==> src/verilog/mrd_cfg.svh <==
// constants for the mid-range instruction decoder
`ifndef MRD_CFG_SVH
`define MRD_CFG_SVH
`define MRD_WORD_W      14
`define MRD_FILE_W      7
`define MRD_CLS_HI      13
`define MRD_CLS_LO      12
`define MRD_NIB_HI      11
`define MRD_NIB_LO      8
`define MRD_DEST_POS    7
`define MRD_BIT_HI      9
`define MRD_BIT_LO      7
`define MRD_LIT8_HI     7
`define MRD_LIT11_HI    10
`define MRD_CLS_BYTE    2'h0
`define MRD_CLS_BIT     2'h1
`define MRD_CLS_JUMP    2'h2
`define MRD_CLS_LIT     2'h3
`define MRD_NOP_WORD    14'h0000
`define MRD_PHASES      4
`define MRD_TO_RST      1'h1
`define MRD_PD_RST      1'h1
`define MRD_TIMER_ZERO_ADDR   7'h01
`endif

==> src/verilog/mrd_pkg.sv <==
// types shared by the mid-range instruction decoder
`default_nettype none
package mrd_pkg;
    // oscillator period within one instruction cycle
    typedef enum logic [1:0] {
        PH_Q1 = 2'b00,
        PH_Q2 = 2'b01,
        PH_Q3 = 2'b10,
        PH_Q4 = 2'b11
    } mrd_phase_t;

    // datapath function
    typedef enum logic [3:0] {
        ALU_PASSW = 4'b0000,
        ALU_PASSB = 4'b0001,
        ALU_ZERO  = 4'b0010,
        ALU_ADD   = 4'b0011,
        ALU_SUB   = 4'b0100,
        ALU_AND   = 4'b0101,
        ALU_OR    = 4'b0110,
        ALU_XOR   = 4'b0111,
        ALU_COM   = 4'b1000,
        ALU_DEC   = 4'b1001,
        ALU_INC   = 4'b1010,
        ALU_RL    = 4'b1011,
        ALU_RR    = 4'b1100,
        ALU_SWAP  = 4'b1101,
        ALU_BCLR  = 4'b1110,
        ALU_BSET  = 4'b1111
    } mrd_alu_t;

    // decoded control word
    typedef struct packed {
        mrd_alu_t alu;
        logic     src_lit;
        logic     wr_acc;
        logic     wr_file;
        logic     upd_z;
        logic     upd_c;
        logic     upd_dc;
        logic     skip_z;
        logic     skip_set;
        logic     skip_clr;
        logic     jump;
        logic     push;
        logic     pop;
        logic     standby;
        logic     kick;
    } mrd_ctl_t;

    // one-clock commit bundle toward working register, files and pc
    typedef struct packed {
        logic [7:0]  result;
        logic        acc_we;
        logic        file_we;
        logic        z_we;
        logic        z;
        logic        c_we;
        logic        c;
        logic        dc_we;
        logic        dc;
        logic        pc_load;
        logic [10:0] pc_target;
        logic        push;
        logic        pop;
        logic        prescaler_clr;
        logic        standby;
        logic        kick;
    } mrd_commit_t;
endpackage
`default_nettype wire

==> src/verilog/mrd_decoder.sv <==
// sequencer, decoder and datapath for fourteen-bit instruction words
//
// Decided for this implementation: the address map and the address-and-strobe port.
`timescale 1ns/1ps
`default_nettype none
`include "mrd_cfg.svh"

module mrd_decoder #(
    parameter logic [`MRD_FILE_W-1:0] TIMER_ZERO_ADDR = `MRD_TIMER_ZERO_ADDR
) (
    input  wire logic                   clk_in,
    input  wire logic                   reset_n_in,
    input  wire logic [`MRD_WORD_W-1:0] instr_in,
    input  wire logic [7:0]             acc_in,
    input  wire logic [7:0]             file_rd_in,
    input  wire logic                   carry_in,
    input  wire logic                   prescaler_to_timer_in,
    output logic                        fetch_out,
    output logic [1:0]                  phase_out,
    output logic                        nop_cycle_out,
    output logic [`MRD_FILE_W-1:0]      file_addr_out,
    output mrd_pkg::mrd_commit_t        commit_out,
    output logic                        watchdog_expired_flag_out,
    output logic                        power_down_flag_out
);
    // ------------------------------------------------------------
    // decode
    // ------------------------------------------------------------
    function automatic mrd_pkg::mrd_ctl_t decode(input logic [`MRD_WORD_W-1:0] w);
        mrd_pkg::mrd_ctl_t c;
        logic              d;
        c = '0;
        d = w[`MRD_DEST_POS];
        case (w[`MRD_CLS_HI:`MRD_CLS_LO])
            `MRD_CLS_BYTE: begin
                c.wr_file = d;
                c.wr_acc  = !d;
                c.upd_z   = 1'b1;
                case (w[`MRD_NIB_HI:`MRD_NIB_LO])
                    4'h0: begin
                        c.upd_z   = 1'b0;
                        c.wr_acc  = 1'b0;
                        c.alu     = mrd_pkg::ALU_PASSW;
                        // bits 7..0 of the no-op form are decoded: 08 and 09 pop, 63 standby, 64 kick
                        // d must be zero too, else a move-w-to-file would alias
                        case (w[7:0])
                            8'h08:   c.pop = 1'b1;
                            8'h09:   c.pop = 1'b1;
                            8'h63:   c.standby = 1'b1;
                            8'h64:   c.kick = 1'b1;
                            default: c.pop = 1'b0;
                        endcase
                    end
                    4'h1: c.alu = mrd_pkg::ALU_ZERO;
                    4'h2: c.alu = mrd_pkg::ALU_SUB;
                    4'h3: c.alu = mrd_pkg::ALU_DEC;
                    4'h4: c.alu = mrd_pkg::ALU_OR;
                    4'h5: c.alu = mrd_pkg::ALU_AND;
                    4'h6: c.alu = mrd_pkg::ALU_XOR;
                    4'h7: c.alu = mrd_pkg::ALU_ADD;
                    4'h8: c.alu = mrd_pkg::ALU_PASSB;
                    4'h9: c.alu = mrd_pkg::ALU_COM;
                    4'hA: c.alu = mrd_pkg::ALU_INC;
                    4'hB: c.alu = mrd_pkg::ALU_DEC;
                    4'hC: c.alu = mrd_pkg::ALU_RR;
                    4'hD: c.alu = mrd_pkg::ALU_RL;
                    4'hE: c.alu = mrd_pkg::ALU_SWAP;
                    default: c.alu = mrd_pkg::ALU_INC;
                endcase
                if (w[11:8] == 4'hB || w[11:8] == 4'hF) begin
                    c.skip_z = 1'b1;
                    c.upd_z  = 1'b0;
                end
                if (w[11:8] == 4'hC || w[11:8] == 4'hD || w[11:8] == 4'hE) begin
                    c.upd_z = 1'b0;
                end
                c.upd_c  = (w[11:8] == 4'h2) || (w[11:8] == 4'h7)
                           || (w[11:8] == 4'hC) || (w[11:8] == 4'hD);
                c.upd_dc = (w[11:8] == 4'h2) || (w[11:8] == 4'h7);
                if (w[11:8] == 4'h0 && d) begin
                    c.wr_file = 1'b1;
                end
                if (w[11:8] == 4'h1 && !d) begin
                    c.wr_acc = 1'b1; // clear of w ignores bits 6..0
                end
            end
            `MRD_CLS_BIT: begin
                c.alu      = (w[10]) ? mrd_pkg::ALU_BSET : mrd_pkg::ALU_BCLR;
                c.wr_file  = !w[11];
                c.skip_clr = (w[11:10] == 2'h2);
                c.skip_set = (w[11:10] == 2'h3);
            end
            `MRD_CLS_JUMP: begin
                c.jump = 1'b1;
                c.push = !w[11];
            end
            default: begin
                c.src_lit = 1'b1;
                c.wr_acc  = 1'b1;
                c.alu     = mrd_pkg::ALU_PASSB;
                casez (w[11:8])
                    4'b00??: c.alu = mrd_pkg::ALU_PASSB;
                    4'b01??: c.pop = 1'b1;
                    4'b1000: c.alu = mrd_pkg::ALU_OR;
                    4'b1001: c.alu = mrd_pkg::ALU_AND;
                    4'b1010: c.alu = mrd_pkg::ALU_XOR;
                    4'b110?: c.alu = mrd_pkg::ALU_SUB;
                    default: c.alu = mrd_pkg::ALU_ADD;
                endcase
                c.upd_z  = w[11];
                c.upd_c  = (w[11:10] == 2'h3);
                c.upd_dc = (w[11:10] == 2'h3);
            end
        endcase
        return c;
    endfunction

    // ------------------------------------------------------------
    // sequencer state
    // ------------------------------------------------------------
    mrd_pkg::mrd_phase_t    phase_r, phase_nxt;
    logic [`MRD_WORD_W-1:0] ir_r, ir_nxt;
    logic                   take2_r, take2_nxt;
    logic                   nop_cyc_r, nop_cyc_nxt;
    mrd_pkg::mrd_commit_t   commit_r, commit_nxt;
    logic                   to_r, to_nxt;
    logic                   pd_r, pd_nxt;
    mrd_pkg::mrd_ctl_t      ctl;
    logic [7:0]             opb;
    logic [7:0]             res;
    logic [7:0]             mask;
    logic                   c_res;
    logic                   dc_res;
    logic                   bit_val;
    logic                   skip;
    logic [8:0]             sum9;
    logic [4:0]             sum5;

    // operand fields of the word being executed
    assign ctl           = decode(ir_r);
    assign file_addr_out = ir_r[`MRD_FILE_W-1:0];
    assign mask          = 8'h01 << ir_r[`MRD_BIT_HI:`MRD_BIT_LO];
    assign opb           = ctl.src_lit ? ir_r[`MRD_LIT8_HI:0] : file_rd_in;

    // ------------------------------------------------------------
    // datapath
    // ------------------------------------------------------------
    always_comb begin
        res    = 8'h00;
        c_res  = carry_in;
        sum9   = 9'h000;
        sum5   = 5'h00;
        case (ctl.alu)
            mrd_pkg::ALU_PASSW: res = acc_in;
            mrd_pkg::ALU_PASSB: res = opb;
            mrd_pkg::ALU_ZERO:  res = 8'h00;
            mrd_pkg::ALU_ADD: begin
                sum9 = {1'b0, opb} + {1'b0, acc_in};
                sum5 = {1'b0, opb[3:0]} + {1'b0, acc_in[3:0]};
            end
            mrd_pkg::ALU_SUB: begin // operand minus w, carry means no borrow
                sum9 = {1'b0, opb} + {1'b0, ~acc_in} + 9'h001;
                sum5 = {1'b0, opb[3:0]} + {1'b0, ~acc_in[3:0]} + 5'h01;
            end
            mrd_pkg::ALU_AND:  res = opb & acc_in;
            mrd_pkg::ALU_OR:   res = opb | acc_in;
            mrd_pkg::ALU_XOR:  res = opb ^ acc_in;
            mrd_pkg::ALU_COM:  res = ~opb;
            mrd_pkg::ALU_DEC:  res = opb - 8'h01;
            mrd_pkg::ALU_INC:  res = opb + 8'h01;
            mrd_pkg::ALU_RL: begin
                res   = {opb[6:0], carry_in};
                c_res = opb[7];
            end
            mrd_pkg::ALU_RR: begin
                res   = {carry_in, opb[7:1]};
                c_res = opb[0];
            end
            mrd_pkg::ALU_SWAP: res = {opb[3:0], opb[7:4]};
            mrd_pkg::ALU_BCLR: res = opb & ~mask;
            default:           res = opb | mask;
        endcase
        if (ctl.alu == mrd_pkg::ALU_ADD || ctl.alu == mrd_pkg::ALU_SUB) begin
            res   = sum9[7:0];
            c_res = sum9[8];
        end
    end

    assign dc_res  = sum5[4];
    assign bit_val = |(opb & mask);
    assign skip    = (ctl.skip_z && res == 8'h00) || (ctl.skip_set && bit_val)
                     || (ctl.skip_clr && !bit_val);

    // ------------------------------------------------------------
    // next state
    // ------------------------------------------------------------
    always_comb begin
        phase_nxt   = mrd_pkg::mrd_phase_t'(phase_r + 2'h1);
        ir_nxt      = ir_r;
        take2_nxt   = take2_r;
        nop_cyc_nxt = nop_cyc_r;
        commit_nxt  = '0;
        to_nxt      = to_r;
        pd_nxt      = pd_r;
        if (phase_r == mrd_pkg::PH_Q3 && !nop_cyc_r) begin
            commit_nxt.result        = res;
            commit_nxt.acc_we        = ctl.wr_acc;
            commit_nxt.file_we       = ctl.wr_file;
            commit_nxt.z_we          = ctl.upd_z;
            commit_nxt.z             = (res == 8'h00);
            commit_nxt.c_we          = ctl.upd_c;
            commit_nxt.c             = c_res;
            commit_nxt.dc_we         = ctl.upd_dc;
            commit_nxt.dc            = dc_res;
            commit_nxt.pc_load       = ctl.jump;
            commit_nxt.pc_target     = ir_r[`MRD_LIT11_HI:0];
            commit_nxt.push          = ctl.push;
            commit_nxt.pop           = ctl.pop;
            commit_nxt.prescaler_clr = ctl.wr_file && prescaler_to_timer_in
                                       && file_addr_out == TIMER_ZERO_ADDR;
            commit_nxt.standby       = ctl.standby;
            commit_nxt.kick          = ctl.kick;
            take2_nxt                = ctl.jump || ctl.pop || skip;
        end
        if (phase_r == mrd_pkg::PH_Q4) begin
            ir_nxt      = take2_r ? `MRD_NOP_WORD : instr_in;
            nop_cyc_nxt = take2_r;
            take2_nxt   = 1'b0;
        end
        if (commit_r.kick) begin
            to_nxt = 1'b1;
            pd_nxt = 1'b1;
        end
        if (commit_r.standby) begin
            to_nxt = 1'b1;
            pd_nxt = 1'b0;
        end
    end

    // state registers
    always_ff @(posedge clk_in or negedge reset_n_in) begin
        if (!reset_n_in) begin
            phase_r   <= mrd_pkg::PH_Q1;
            ir_r      <= `MRD_NOP_WORD;
            take2_r   <= 1'b0;
            nop_cyc_r <= 1'b0;
            commit_r  <= '0;
            to_r      <= `MRD_TO_RST;
            pd_r      <= `MRD_PD_RST;
        end else begin
            phase_r   <= phase_nxt;
            ir_r      <= ir_nxt;
            take2_r   <= take2_nxt;
            nop_cyc_r <= nop_cyc_nxt;
            commit_r  <= commit_nxt;
            to_r      <= to_nxt;
            pd_r      <= pd_nxt;
        end
    end

    // outputs
    assign fetch_out                 = (phase_r == mrd_pkg::PH_Q4) && !take2_r;
    assign phase_out                 = phase_r;
    assign nop_cycle_out             = nop_cyc_r;
    assign commit_out                = commit_r;
    assign watchdog_expired_flag_out = to_r;
    assign power_down_flag_out       = pd_r;
endmodule // mrd_decoder
`default_nettype wire

==> config.mk <==
export PLATFORM = sky130hd
export DESIGN_NAME = mrd_decoder
export DESIGN_NICKNAME = d
export VERILOG_FILES = /design/src/verilog/mrd_pkg.sv /design/src/verilog/mrd_decoder.sv
export VERILOG_INCLUDE_DIRS = /design/src /design/src/verilog
export SDC_FILE = /design/constraint.sdc
export NUM_CORES = 1
export LEC_CHECK = 0
export BUFFER_PORTS_ARGS = -buffer_cell sky130_fd_sc_hd__buf_2
export CORE_ASPECT_RATIO = 0.5
export CORE_MARGIN = 1.5
export CORE_UTILIZATION = 50
export DETAILED_ROUTE_END_ITERATION = 8
export PLACE_DENSITY = 0.75
export SYNTH_ARGS = -nofsm -noshare
export SYNTH_HDL_FRONTEND = slang
export SYNTH_SLANG_ARGS = --single-unit
export TNS_END_PERCENT = 10
==> constraint.sdc <==
create_clock -name clk_in -period 3.8 [get_ports clk_in]
set_input_delay 0.76 -clock clk_in [delete_from_list [all_inputs] [get_ports clk_in]]
set_output_delay 0.76 -clock clk_in [all_outputs]
set_load 0.02 [all_outputs]
# Yosys cells after proc, flatten, opt, wreduce, memory -nomap -nowiden
# Cells that the tools add are included.
classes:
  shifts: 1
  bitwise_logic: 10
  n_mux: 38
  n_addsub: 9
  eq_ne: 42
  n_reduce_logical: 39
op_table:
  columns: ["op", "count"]
  rows:
  - ["one-hot mux 8 bit (13 select lines)", 1]
  - ["equality test 4 bit, second input constant", 15]
  - ["one-hot mux 4 bit (13 select lines)", 1]
  - ["two-way mux 33 bit", 1]
  - ["equality test 4 x 3 -> 1 bit, second input constant", 8]
  - ["AND 8 bit", 3]
  - ["NOT 8 bit", 3]
  - ["two-way mux 1 bit", 19]
  - ["adder 8 x 8 -> 9 bit", 2]
  - ["one-hot mux 9 bit (2 select lines)", 1]
  - ["equality test 4 x 2 -> 1 bit, second input constant", 4]
  - ["equality test 8 x 4 -> 1 bit, second input constant", 2]
  - ["equality test 8 x 7 -> 1 bit, second input constant", 2]
  - ["two-way mux 8 bit", 2]
  - ["bitwise OR 8 bit", 2]
  - ["one-hot mux 3 bit (5 select lines)", 1]
  - ["two-way mux 14 bit", 1]
  - ["one-hot mux 4 bit (3 select lines)", 1]
  - ["logical OR 1 bit", 11]
  - ["adder 4 x 4 -> 5 bit", 2]
  - ["equality test 2 bit, second input constant", 5]
  - ["one-hot mux 5 bit (2 select lines)", 1]
  - ["adder 9 x 1 -> 9 bit, second input constant", 1]
  - ["logical AND 1 bit", 9]
  - ["other kinds (23)", 41]
totals:
  register_bits: 53
  in_bits: 34
  elab_cells: 161

# Logic depth before layout (Yosys ltp)
# Gate-level depths: netlist of the first run.
logic_depth:
  word_depth: 15
  mapped_depth: 19
  ltp_nobuf: 17

# Worst setup path after synthesis of the first run
# No wires, ideal clock.
synth_timing:
  kind: "register to register"
  from: "reg ir_r[12]"
  to: "reg take2_r"
  setup_time_ps: 92
  slack_ps: -347
  n_path_buf: 2
  synth_period_minus_slack_ps: 4147
  required_ps: 3708
  path_stages_with_launch: 19
  t_arrival_ps: 4055
  cell_sequence: "dfrtp_1 -> ha_1 -> buf_4 -> or2_0 -> o221a_4 -> o31a_4 -> buf_6 -> nor2_1 -> nand2_1 -> fa_1 -> a211oi_1 -> nor2_1 -> a21o_1 -> a21oi_1 -> xnor2_1 -> a2111o_1 -> a22oi_2 -> nand4_2 -> o31ai_2"
synth_via:
  elab_chain_len: 14
synth_rtl:
  columns: ["item", "line", "text"]
  rows:
  - ["start: declaration", "mrd_decoder.sv:122", "logic [`MRD_WORD_W-1:0] ir_r, ir_nxt;"]
  - ["start signal: assignment", "mrd_decoder.sv:244", "ir_r <= `MRD_NOP_WORD;"]
  - ["start signal: assignment", "mrd_decoder.sv:252", "ir_r <= ir_nxt;"]
  - ["equality test 2 bit, or another cell as far along", "mrd_decoder.sv:34", "case (w[`MRD_CLS_HI:`MRD_CLS_LO])"]
  - ["OR reduction 3 bit (no line)", null, null]
  - ["two-way mux 8 bit", "mrd_decoder.sv:143", "assign opb = ctl.src_lit ? ir_r[`MRD_LIT8_HI:0] : file_rd_in;"]
  - ["adder 8 x 8 -> 9 bit", "mrd_decoder.sv:162", "sum9 = {1'b0, opb} + {1'b0, ~acc_in} + 9'h001;"]
  - ["adder 9 x 1 -> 9 bit", "mrd_decoder.sv:162", null]
  - ["one-hot mux 9 bit (2 select lines)", "mrd_decoder.sv:153", "case (ctl.alu)"]
  - ["two-way mux 8 bit", "mrd_decoder.sv:183", "if (ctl.alu == mrd_pkg::ALU_ADD || ctl.alu == mrd_pkg::ALU_SUB) begin"]
  - ["zero test 8 bit", "mrd_decoder.sv:191", "assign skip = (ctl.skip_z && res == 8'h00) || (ctl.skip_set && bit_val)"]
  - ["logical AND 1 bit", "mrd_decoder.sv:191", null]
  - ["logical OR 1 bit", "mrd_decoder.sv:191", null]
  - ["logical OR 1 bit", "mrd_decoder.sv:192", "|| (ctl.skip_clr && !bit_val);"]
  - ["logical OR 1 bit (*)", "mrd_decoder.sv:223", "take2_nxt = ctl.jump || ctl.pop || skip;"]
  - ["two-way mux 1 bit (*)", "mrd_decoder.sv:205", "if (phase_r == mrd_pkg::PH_Q3 && !nop_cyc_r) begin"]
  - ["two-way mux 1 bit (*)", "mrd_decoder.sv:225", "if (phase_r == mrd_pkg::PH_Q4) begin"]
  - ["end signal: assignment", "mrd_decoder.sv:253", "take2_r <= take2_nxt;"]
  - ["end: declaration", "mrd_decoder.sv:123", "logic take2_r, take2_nxt;"]
# Mark *: on every way between the ends. The rest lies on a longest branch, timed or not. The select of a mux whose other input is x is not followed.
# A chain may end at the register's enable or synchronous reset.

# Final worst setup path of the first run
# Same ends and word-level chain as after synthesis.

==> results of run 1 <==
[metrics by stage]
stage / TNS, ns / utilization / worst slack [ns] / cell area (um2) / hold slack, ns
6_report: 0 / 0.6225 / 0.07612 / 5919 / 0.4122
5_1_grt: -0.1992 / 0.6225 / -0.1125 / 5919 / 0.4365
4_1_cts: 0 / 0.6155 / 0.0001781 / 5853 / 0.4171
3_5_place_dp: 0 / 0.5979 / 0.02925 / 5685 / 0.4094
3_3_place_gp: 0 / 0.5979 / 0.1429 / 5685 / 0.3791
2_1_floorplan: 0 / - / 0.01293 / 4985 / 0.4644
[synthesized netlist by cell type, types with 4 or more instances]
| cell type | number |
|---|---|
| sky130_fd_sc_hd__nand2_1 | 45 |
| sky130_fd_sc_hd__ha_1 | 29 |
| sky130_fd_sc_hd__nor2_1 | 58 |
| sky130_fd_sc_hd__nand2b_1 | 6 |
| sky130_fd_sc_hd__a22oi_1 | 7 |
| sky130_fd_sc_hd__buf_2 | 12 |
| sky130_fd_sc_hd__a21o_1 | 5 |
| sky130_fd_sc_hd__clkbuf_1 | 12 |
| sky130_fd_sc_hd__dfrtp_1 | 51 |
| sky130_fd_sc_hd__o21ai_0 | 34 |
| sky130_fd_sc_hd__a221oi_1 | 9 |
| sky130_fd_sc_hd__buf_6 | 10 |
| sky130_fd_sc_hd__nor3_1 | 21 |
| sky130_fd_sc_hd__a31oi_1 | 6 |
| sky130_fd_sc_hd__o21ai_1 | 6 |
| sky130_fd_sc_hd__o311ai_0 | 4 |
| sky130_fd_sc_hd__o211ai_1 | 7 |
| sky130_fd_sc_hd__nor4_1 | 6 |
| sky130_fd_sc_hd__nand3_1 | 19 |
| sky130_fd_sc_hd__nor2b_1 | 9 |
| sky130_fd_sc_hd__mux2i_1 | 7 |
| sky130_fd_sc_hd__and2_1 | 5 |
| sky130_fd_sc_hd__buf_4 | 16 |
| sky130_fd_sc_hd__a211oi_1 | 5 |
| sky130_fd_sc_hd__o22ai_1 | 8 |
| sky130_fd_sc_hd__inv_1 | 39 |
| sky130_fd_sc_hd__xor2_1 | 4 |
| sky130_fd_sc_hd__nand4_1 | 12 |
| sky130_fd_sc_hd__a311oi_1 | 5 |
| sky130_fd_sc_hd__a21oi_1 | 45 |
[layer usage]
metal | wire [um] | track usage | vias to the layer above
met5 | 0 | 0 | -
met4 | 341 | 0.07483 | 0
met1 | 7575 | 0.4803 | 2515
met3 | 1894 | 0.07627 | 31
met2 | 6812 | 0.4706 | 338
li1 | - | - | 2400
[path summary, 6_finish.rpt]
path | from | endpoint
setup / recovery | ir_r[12]$_DFFE_PN0P_ | take2_r$_DFFE_PN0P_
hold / removal | commit_out[1]$_DFF_PN0_ | power_down_flag_out$_DFFE_PN1P_
setup reg to reg | ir_r[12]$_DFFE_PN0P_ | take2_r$_DFFE_PN0P_
hold reg to reg | commit_out[1]$_DFF_PN0_ | power_down_flag_out$_DFFE_PN1P_
max in group asynchronous | reset_n_in | ir_r[11]$_DFFE_PN0P_
min in group asynchronous | reset_n_in | phase_out[0]$_DFF_PN0_
[flip-flops by register name (all words and copies together), names as in the netlist]
name / cells
commit_out: 33
ir_r: 14
nop_cycle_out: 1
phase_out: 2
power_down_flag_out: 1
take2_r: 1
[worst max-delay path, stage by stage, from the launching register on]
cell and delay [ns]:
sky130_fd_sc_hd__dfrtp_1 0.40, sky130_fd_sc_hd__buf_4 0.17, sky130_fd_sc_hd__inv_1 0.11, sky130_fd_sc_hd__ha_4 0.21, sky130_fd_sc_hd__and4bb_1 0.23, sky130_fd_sc_hd__o21bai_4 0.17
sky130_fd_sc_hd__a31oi_4 0.12, sky130_fd_sc_hd__nor2_4 0.16, sky130_fd_sc_hd__nand2_4 0.09, sky130_fd_sc_hd__fa_2 0.36, sky130_fd_sc_hd__a211oi_2 0.18, sky130_fd_sc_hd__nor2_1 0.08
sky130_fd_sc_hd__a21o_1 0.19, sky130_fd_sc_hd__a21oi_2 0.15, sky130_fd_sc_hd__xnor2_1 0.07, sky130_fd_sc_hd__a2111o_1 0.40, sky130_fd_sc_hd__a22oi_2 0.17, sky130_fd_sc_hd__nand4_2 0.12
sky130_fd_sc_hd__o31ai_2 0.23
[logic make-up after synthesis]
logic type                 share of synthesized area
and+or+nand+nor                               0.2102
AOI/OAI and AO/OA                             0.3002
buffers and inverters                        0.09965
DFF                                           0.2639
adders and majority gates                    0.08570
muxes                                        0.02155
xor gates and xnor gates                     0.01800
other                                      0.0007599
[report_power, final]
group | leakage, nW | total (mW) | internal, mW | switching [mW]
Clock | 0.0815 | 0.515 | 0.314 | 0.202
Combinational | 1.91 | 2.83 | 1.08 | 1.74
Sequential | 0.696 | 0.689 | 0.598 | 0.0912
[area by class of cell]
| type | count | area, um2 |
|---|---|---|
| fillers | 866 | 3590 |
| clock inverters | 2 | 38.79 |
| inverters | 41 | 153.9 |
| repair buffers | 142 | 870.8 |
| flip-flops and latches | 52 | 1304 |
| multi-input cells | 455 | 3254 |
| clock buffers | 6 | 128.9 |
| well taps | 135 | 168.9 |
==> results.cfg, run 1 <==
[drt]
final_routed_wirelength_um = 16620
detail_route.drc_violations = 0
dr.first_iter.drc_count = 725
firstDrtPassIters = 7
dr_total_vias = 5284
routedWlPerCell_um = 19.96
vias_per_cell = 6.343
drtAntennaViolNets = 0

[sta]
rsz0062_at_grt = yes
period_share = 0.9800
fmax_mhz = 268.5
skew_ns = 0.003686
timing.max_slew.rel_slack = 0.2624
finish_stage_setup_viols = 0
post_route_minimum_period_ns = 3.724
number_of_hold_violations_in_the_final_report = 0
worst-slew-pin-transition_ns = 1.106
final_max_slew_viol_count = 0

[clock_tree]
cts_setup_buffers = 0
cts_tree = yes
cts_max_path_buffers = 2
clock-root-buffer = sky130_fd_sc_hd__clkbuf_16
ctsHtreeMaxLevel = 2
numCtsBuffers = 5
post_cts_hold_buffer_count = 0
cts.reportedPaths.clkPinSlew_ns = 0.07
ctsResizeCount = 0
numClockSinks = 52
clock_latency_ns = 0.29

[synthesis]
ys_warn_count = 0
ys_seq_area_frac = 0.2639
syn_avg_cell_area_um2 = 8.252
netlist_area_pre_place_um2 = 4935
synth_ff_type = sky130_fd_sc_hd__dfrtp_1
synth_largest_area_cell = sky130_fd_sc_hd__dfrtp_1
syn_inst = 598
synthDistinctLibCells = 87
fraction_of_registers_with_async_set_or_reset_after_synthesis = 1.000
synth.top_cell.area_share = 0.2586
synth_area_leaders = sky130_fd_sc_hd__dfrtp_1 26%, sky130_fd_sc_hd__ha_1 7.4%, sky130_fd_sc_hd__a21oi_1 4.6%, sky130_fd_sc_hd__nor2_1 4.4%, sky130_fd_sc_hd__o21ai_0 3.4%
post_synth_edffs = 0
ys_seq_elements = 52
synthesis.nets = 664

[power]
vdd.ir_drop.worst_mv = 0.2449
design_power_total_mw = 4.030
power_density_nw_per_um2 = 680.8
power_leakage_nw = 2.685

[final_layout]
n_antenna_cell = 0
post_layout_nonfiller_instances = 833
final_cell_mix = 78 x sky130_fd_sc_hd__buf_2, 64 x sky130_fd_sc_hd__buf_4, 56 x sky130_fd_sc_hd__nor2_1, 50 x sky130_fd_sc_hd__dfrtp_1
layout.nets = 763
share_of_post_route_cells_with_drive_strength_above_1 = 0.2865
area.growth.synth_to_final_pct = 19.95
layout.cells.most_common = sky130_fd_sc_hd__buf_2

[floorplanning]
io-pin-count = 80
die_x_um = 143.5
fp.coreArea_um2 = 9509
initial_utilization = 0.5189
die-height_um = 73.25
row_count = 25
die_area_um2 = 10510

[worst_hold_path]
whs_path_depth = 1
hold_class = register to register

[worst_setup_path]
reg2regPathDepth = 18
crit_type = register to register
startpoint_type = register
setup_slack_of_the_most_critical_reg_to_reg_path_ns = 0.08
path_max_fanout = 7
end_kind = register
worst_ep_arrival_time_ns = 3.93
required_ns = 4.01

[place]
gp_congestion = 1.018
io_buffer_count = 78
detailedPlacementHpwl_um = 12690
dp_cells = 825

[grt]
grt_remaining_overflow = 0
grt_pass1_wl_um = 25780
grt_usage = 0.3227
grt_antenna_before_repair = 0
first_global_vias = 4646
grt_max_degree = 53

[run]
drv.max_cap_violation_count = 0

[run_status]
outcome = finished, final reports clean
(Power assumes the default switching activity.)
==> inputs of run 2 (changes only) <==
--- a/config.mk
+++ b/config.mk
@@ -13,4 +13,5 @@
 export DETAILED_ROUTE_END_ITERATION = 8
 export PLACE_DENSITY = 0.75
+export REMOVE_ABC_BUFFERS = 1
 export SYNTH_ARGS = -nofsm -noshare
 export SYNTH_HDL_FRONTEND = slang
==> constraint.sdc (replaced) <==
create_clock -name clk_in -period 3.8 [get_ports clk_in]
set_input_delay 0.57 -clock clk_in [delete_from_list [all_inputs] [get_ports clk_in]]
set_output_delay 0.57 -clock clk_in [all_outputs]
set_load 0.02 [all_outputs]
==> results.cfg, run 2 (synthesis gave the netlist of run 1 again) <==
[sta]
fmax_mhz = 271.2
worst_slack_ns = 0.1132
skew_ns = 0.004789
timing.max_slew.rel_slack = 0.2313
final_max_slew_viol_count = 0
post_route_minimum_period_ns = 3.687
rsz0062_at_grt = yes
final.setup.tns_ns = 0
finish_stage_setup_viols = 0
period_share = 0.9702
worst-slew-pin-transition_ns = 1.153
number_of_hold_violations_in_the_final_report = 0

[clock_tree]
ctsHtreeMaxLevel = 2
post_cts_hold_buffer_count = 0
cts.reportedPaths.clkPinSlew_ns = 0.07
numClockSinks = 52
clock-root-buffer = sky130_fd_sc_hd__clkbuf_16
cts_max_path_buffers = 2
numCtsBuffers = 5
cts_tree = yes
clock_latency_ns = 0.29

[place]
detailedPlacementHpwl_um = 12620
io_buffer_count = 78
gp_congestion = 1.033
dp_cells = 855
post_place_worst_slack_ns = -0.08289

[floorplanning]
die_area_um2 = 10510
fp.coreArea_um2 = 9509
io-pin-count = 80
row_count = 25
die_x_um = 143.5
initial_utilization = 0.5189
die-height_um = 73.25

[drt]
routedWlPerCell_um = 19.48
vias_per_cell = 6.200
detail_route.drc_violations = 18
drtAntennaViolNets = 0
final_routed_wirelength_um = 16910
firstDrtPassIters = 9
dr_total_vias = 5382
dr.first_iter.drc_count = 736

[worst_setup_path]
path_max_fanout = 5
end_kind = register
startpoint_type = register
critical_path.max_stage_delay_ns = 0.42
required_ns = 4.01
worst_ep_arrival_time_ns = 3.89
critPathSlowestCell = sky130_fd_sc_hd__dfrtp_1
crit_type = register to register
cells_along_the_critical_path = ha_4, nor2b_1, o221a_4, o31a_4, nor2_4, nand2_4, fa_2, a211oi_2, nor2_1, a21o_1, a21oi_2, xnor2_1, a2111o_1, a22oi_2, nand4_2, o31ai_2

[grt]
grt_remaining_overflow = 0
grt_usage = 0.3230
first_global_vias = 5005
grt_pass1_wl_um = 26120
grt_antenna_before_repair = 0
grt_max_degree = 53

[final_layout]
utilization = 0.6591
n_fill_cell = 801
share_of_post_route_cells_with_drive_strength_above_1 = 0.3411
area.growth.synth_to_final_pct = 27.00
n_antenna_cell = 0
post_layout_nonfiller_instances = 868
layout.nets = 798
final_cell_mix = 92 x sky130_fd_sc_hd__buf_4, 78 x sky130_fd_sc_hd__buf_2, 56 x sky130_fd_sc_hd__nor2_1, 47 x sky130_fd_sc_hd__dfrtp_1, 44 x sky130_fd_sc_hd__nand2_1
layout.cells.most_common = sky130_fd_sc_hd__buf_4
largest_register_ffs = 33

[power]
share_seq_of_total_power = 0.165
p_int_mw = 2.109
vdd.ir_drop.worst_mv = 0.2312
clockPowerShare = 0.108
power_density_nw_per_um2 = 673.6
swShare = 0.5003
combPwrFrac = 0.727
power.net_switching_mw = 2.112
power_leakage_nw = 2.864

[run_status]
failing_checks = design-rule violations
outcome = finished, violations left

[run]
drv.max_cap_violation_count = 0

[worst_hold_path]
hold_class = register to register
==> run 2: cell types whose count changed in the layout (fill, tap and decap cells not counted), sizes merged <==
cell	change
buf	+34
bufinv	-1
clkinv	+1
clkinvlp	+1
==> run 2: worst paths after layout <==
path / from / slack (ns) / depth (start not counted) / to
min: commit_out[1]$_DFF_PN0_ / 0.41 / 1 / power_down_flag_out$_DFFE_PN1P_
min reg2reg: commit_out[1]$_DFF_PN0_ / 0.41 / 1 / power_down_flag_out$_DFFE_PN1P_
max in group asynchronous: reset_n_in / 2.52 / 1 / ir_r[9]$_DFFE_PN0P_
max: ir_r[13]$_DFFE_PN0P_ / 0.11 / 16 / take2_r$_DFFE_PN0P_
min in group asynchronous: reset_n_in / 0.51 / 1 / ir_r[1]$_DFFE_PN0P_
max reg2reg: ir_r[13]$_DFFE_PN0P_ / 0.11 / 16 / take2_r$_DFFE_PN0P_
==> run 2: area by class of cell <==
cell class	instances	area, um2	area share
Clock buffer	5	125.1	0.01996
Sequential cell	52	1308	0.2086
Multi-Input combinational cell	455	3316	0.5290
Inverter	41	153.9	0.02456
Clock inverter	3	21.27	0.003394
Timing Repair Buffer	177	1175	0.1875
Tap cell	135	168.9	0.02695
==> run 2: worst max-delay path: cells and delay by family (launching register included) <==
family	cells	cell delay, ns
flip-flops	1	0.42
XOR/XNOR	1	0.08
AND/OR/NAND/NOR	5	0.57
AO/OA/AOI/OAI	8	1.95
adder cells (fa/ha/maj)	2	0.56
==> run 2: layer usage <==
layer	up-vias	track usage	share of wire
met5	-	0.03828	0.0031
met4	2	0.09977	0.032
met3	66	0.08801	0.11
met2	344	0.4829	0.42
met1	2495	0.4516	0.43
li1	2475	-	-
==> run 2: through the flow <==
| step | cell area, um2 | total power, mW | hold WS [ns] |
|---|---|---|---|
| 2_1_floorplan | 4597 | 2.381 | 0.2744 |
| 3_3_place_gp | 5887 | 3.445 | 0.3817 |
| 3_5_place_dp | 5887 | 3.477 | 0.4155 |
| 4_1_cts | 6065 | 3.963 | 0.4245 |
| 5_1_grt | 6267 | 4.448 | 0.4430 |
| 6_report | 6267 | 4.222 | 0.4125 |
==> run 2: what timing repair did <==
item / 4_1_cts / 5_1_grt
setup buffers: 0 / 5
pin swaps: 2 / 19
setup endpoints to repair: 2 / 5
resized for setup: 9 / 37
==> run 2: power groups by stage <==
stage	Combinational, mW	Clock (mW)	Sequential [mW]
after CTS	2.82	0.457	0.687
final	3.07	0.455	0.697
after floorplan	1.66	0	0.723
after global routing	3.26	0.485	0.705
after detailed placement	2.78	0	0.698
after global placement	2.75	0	0.694
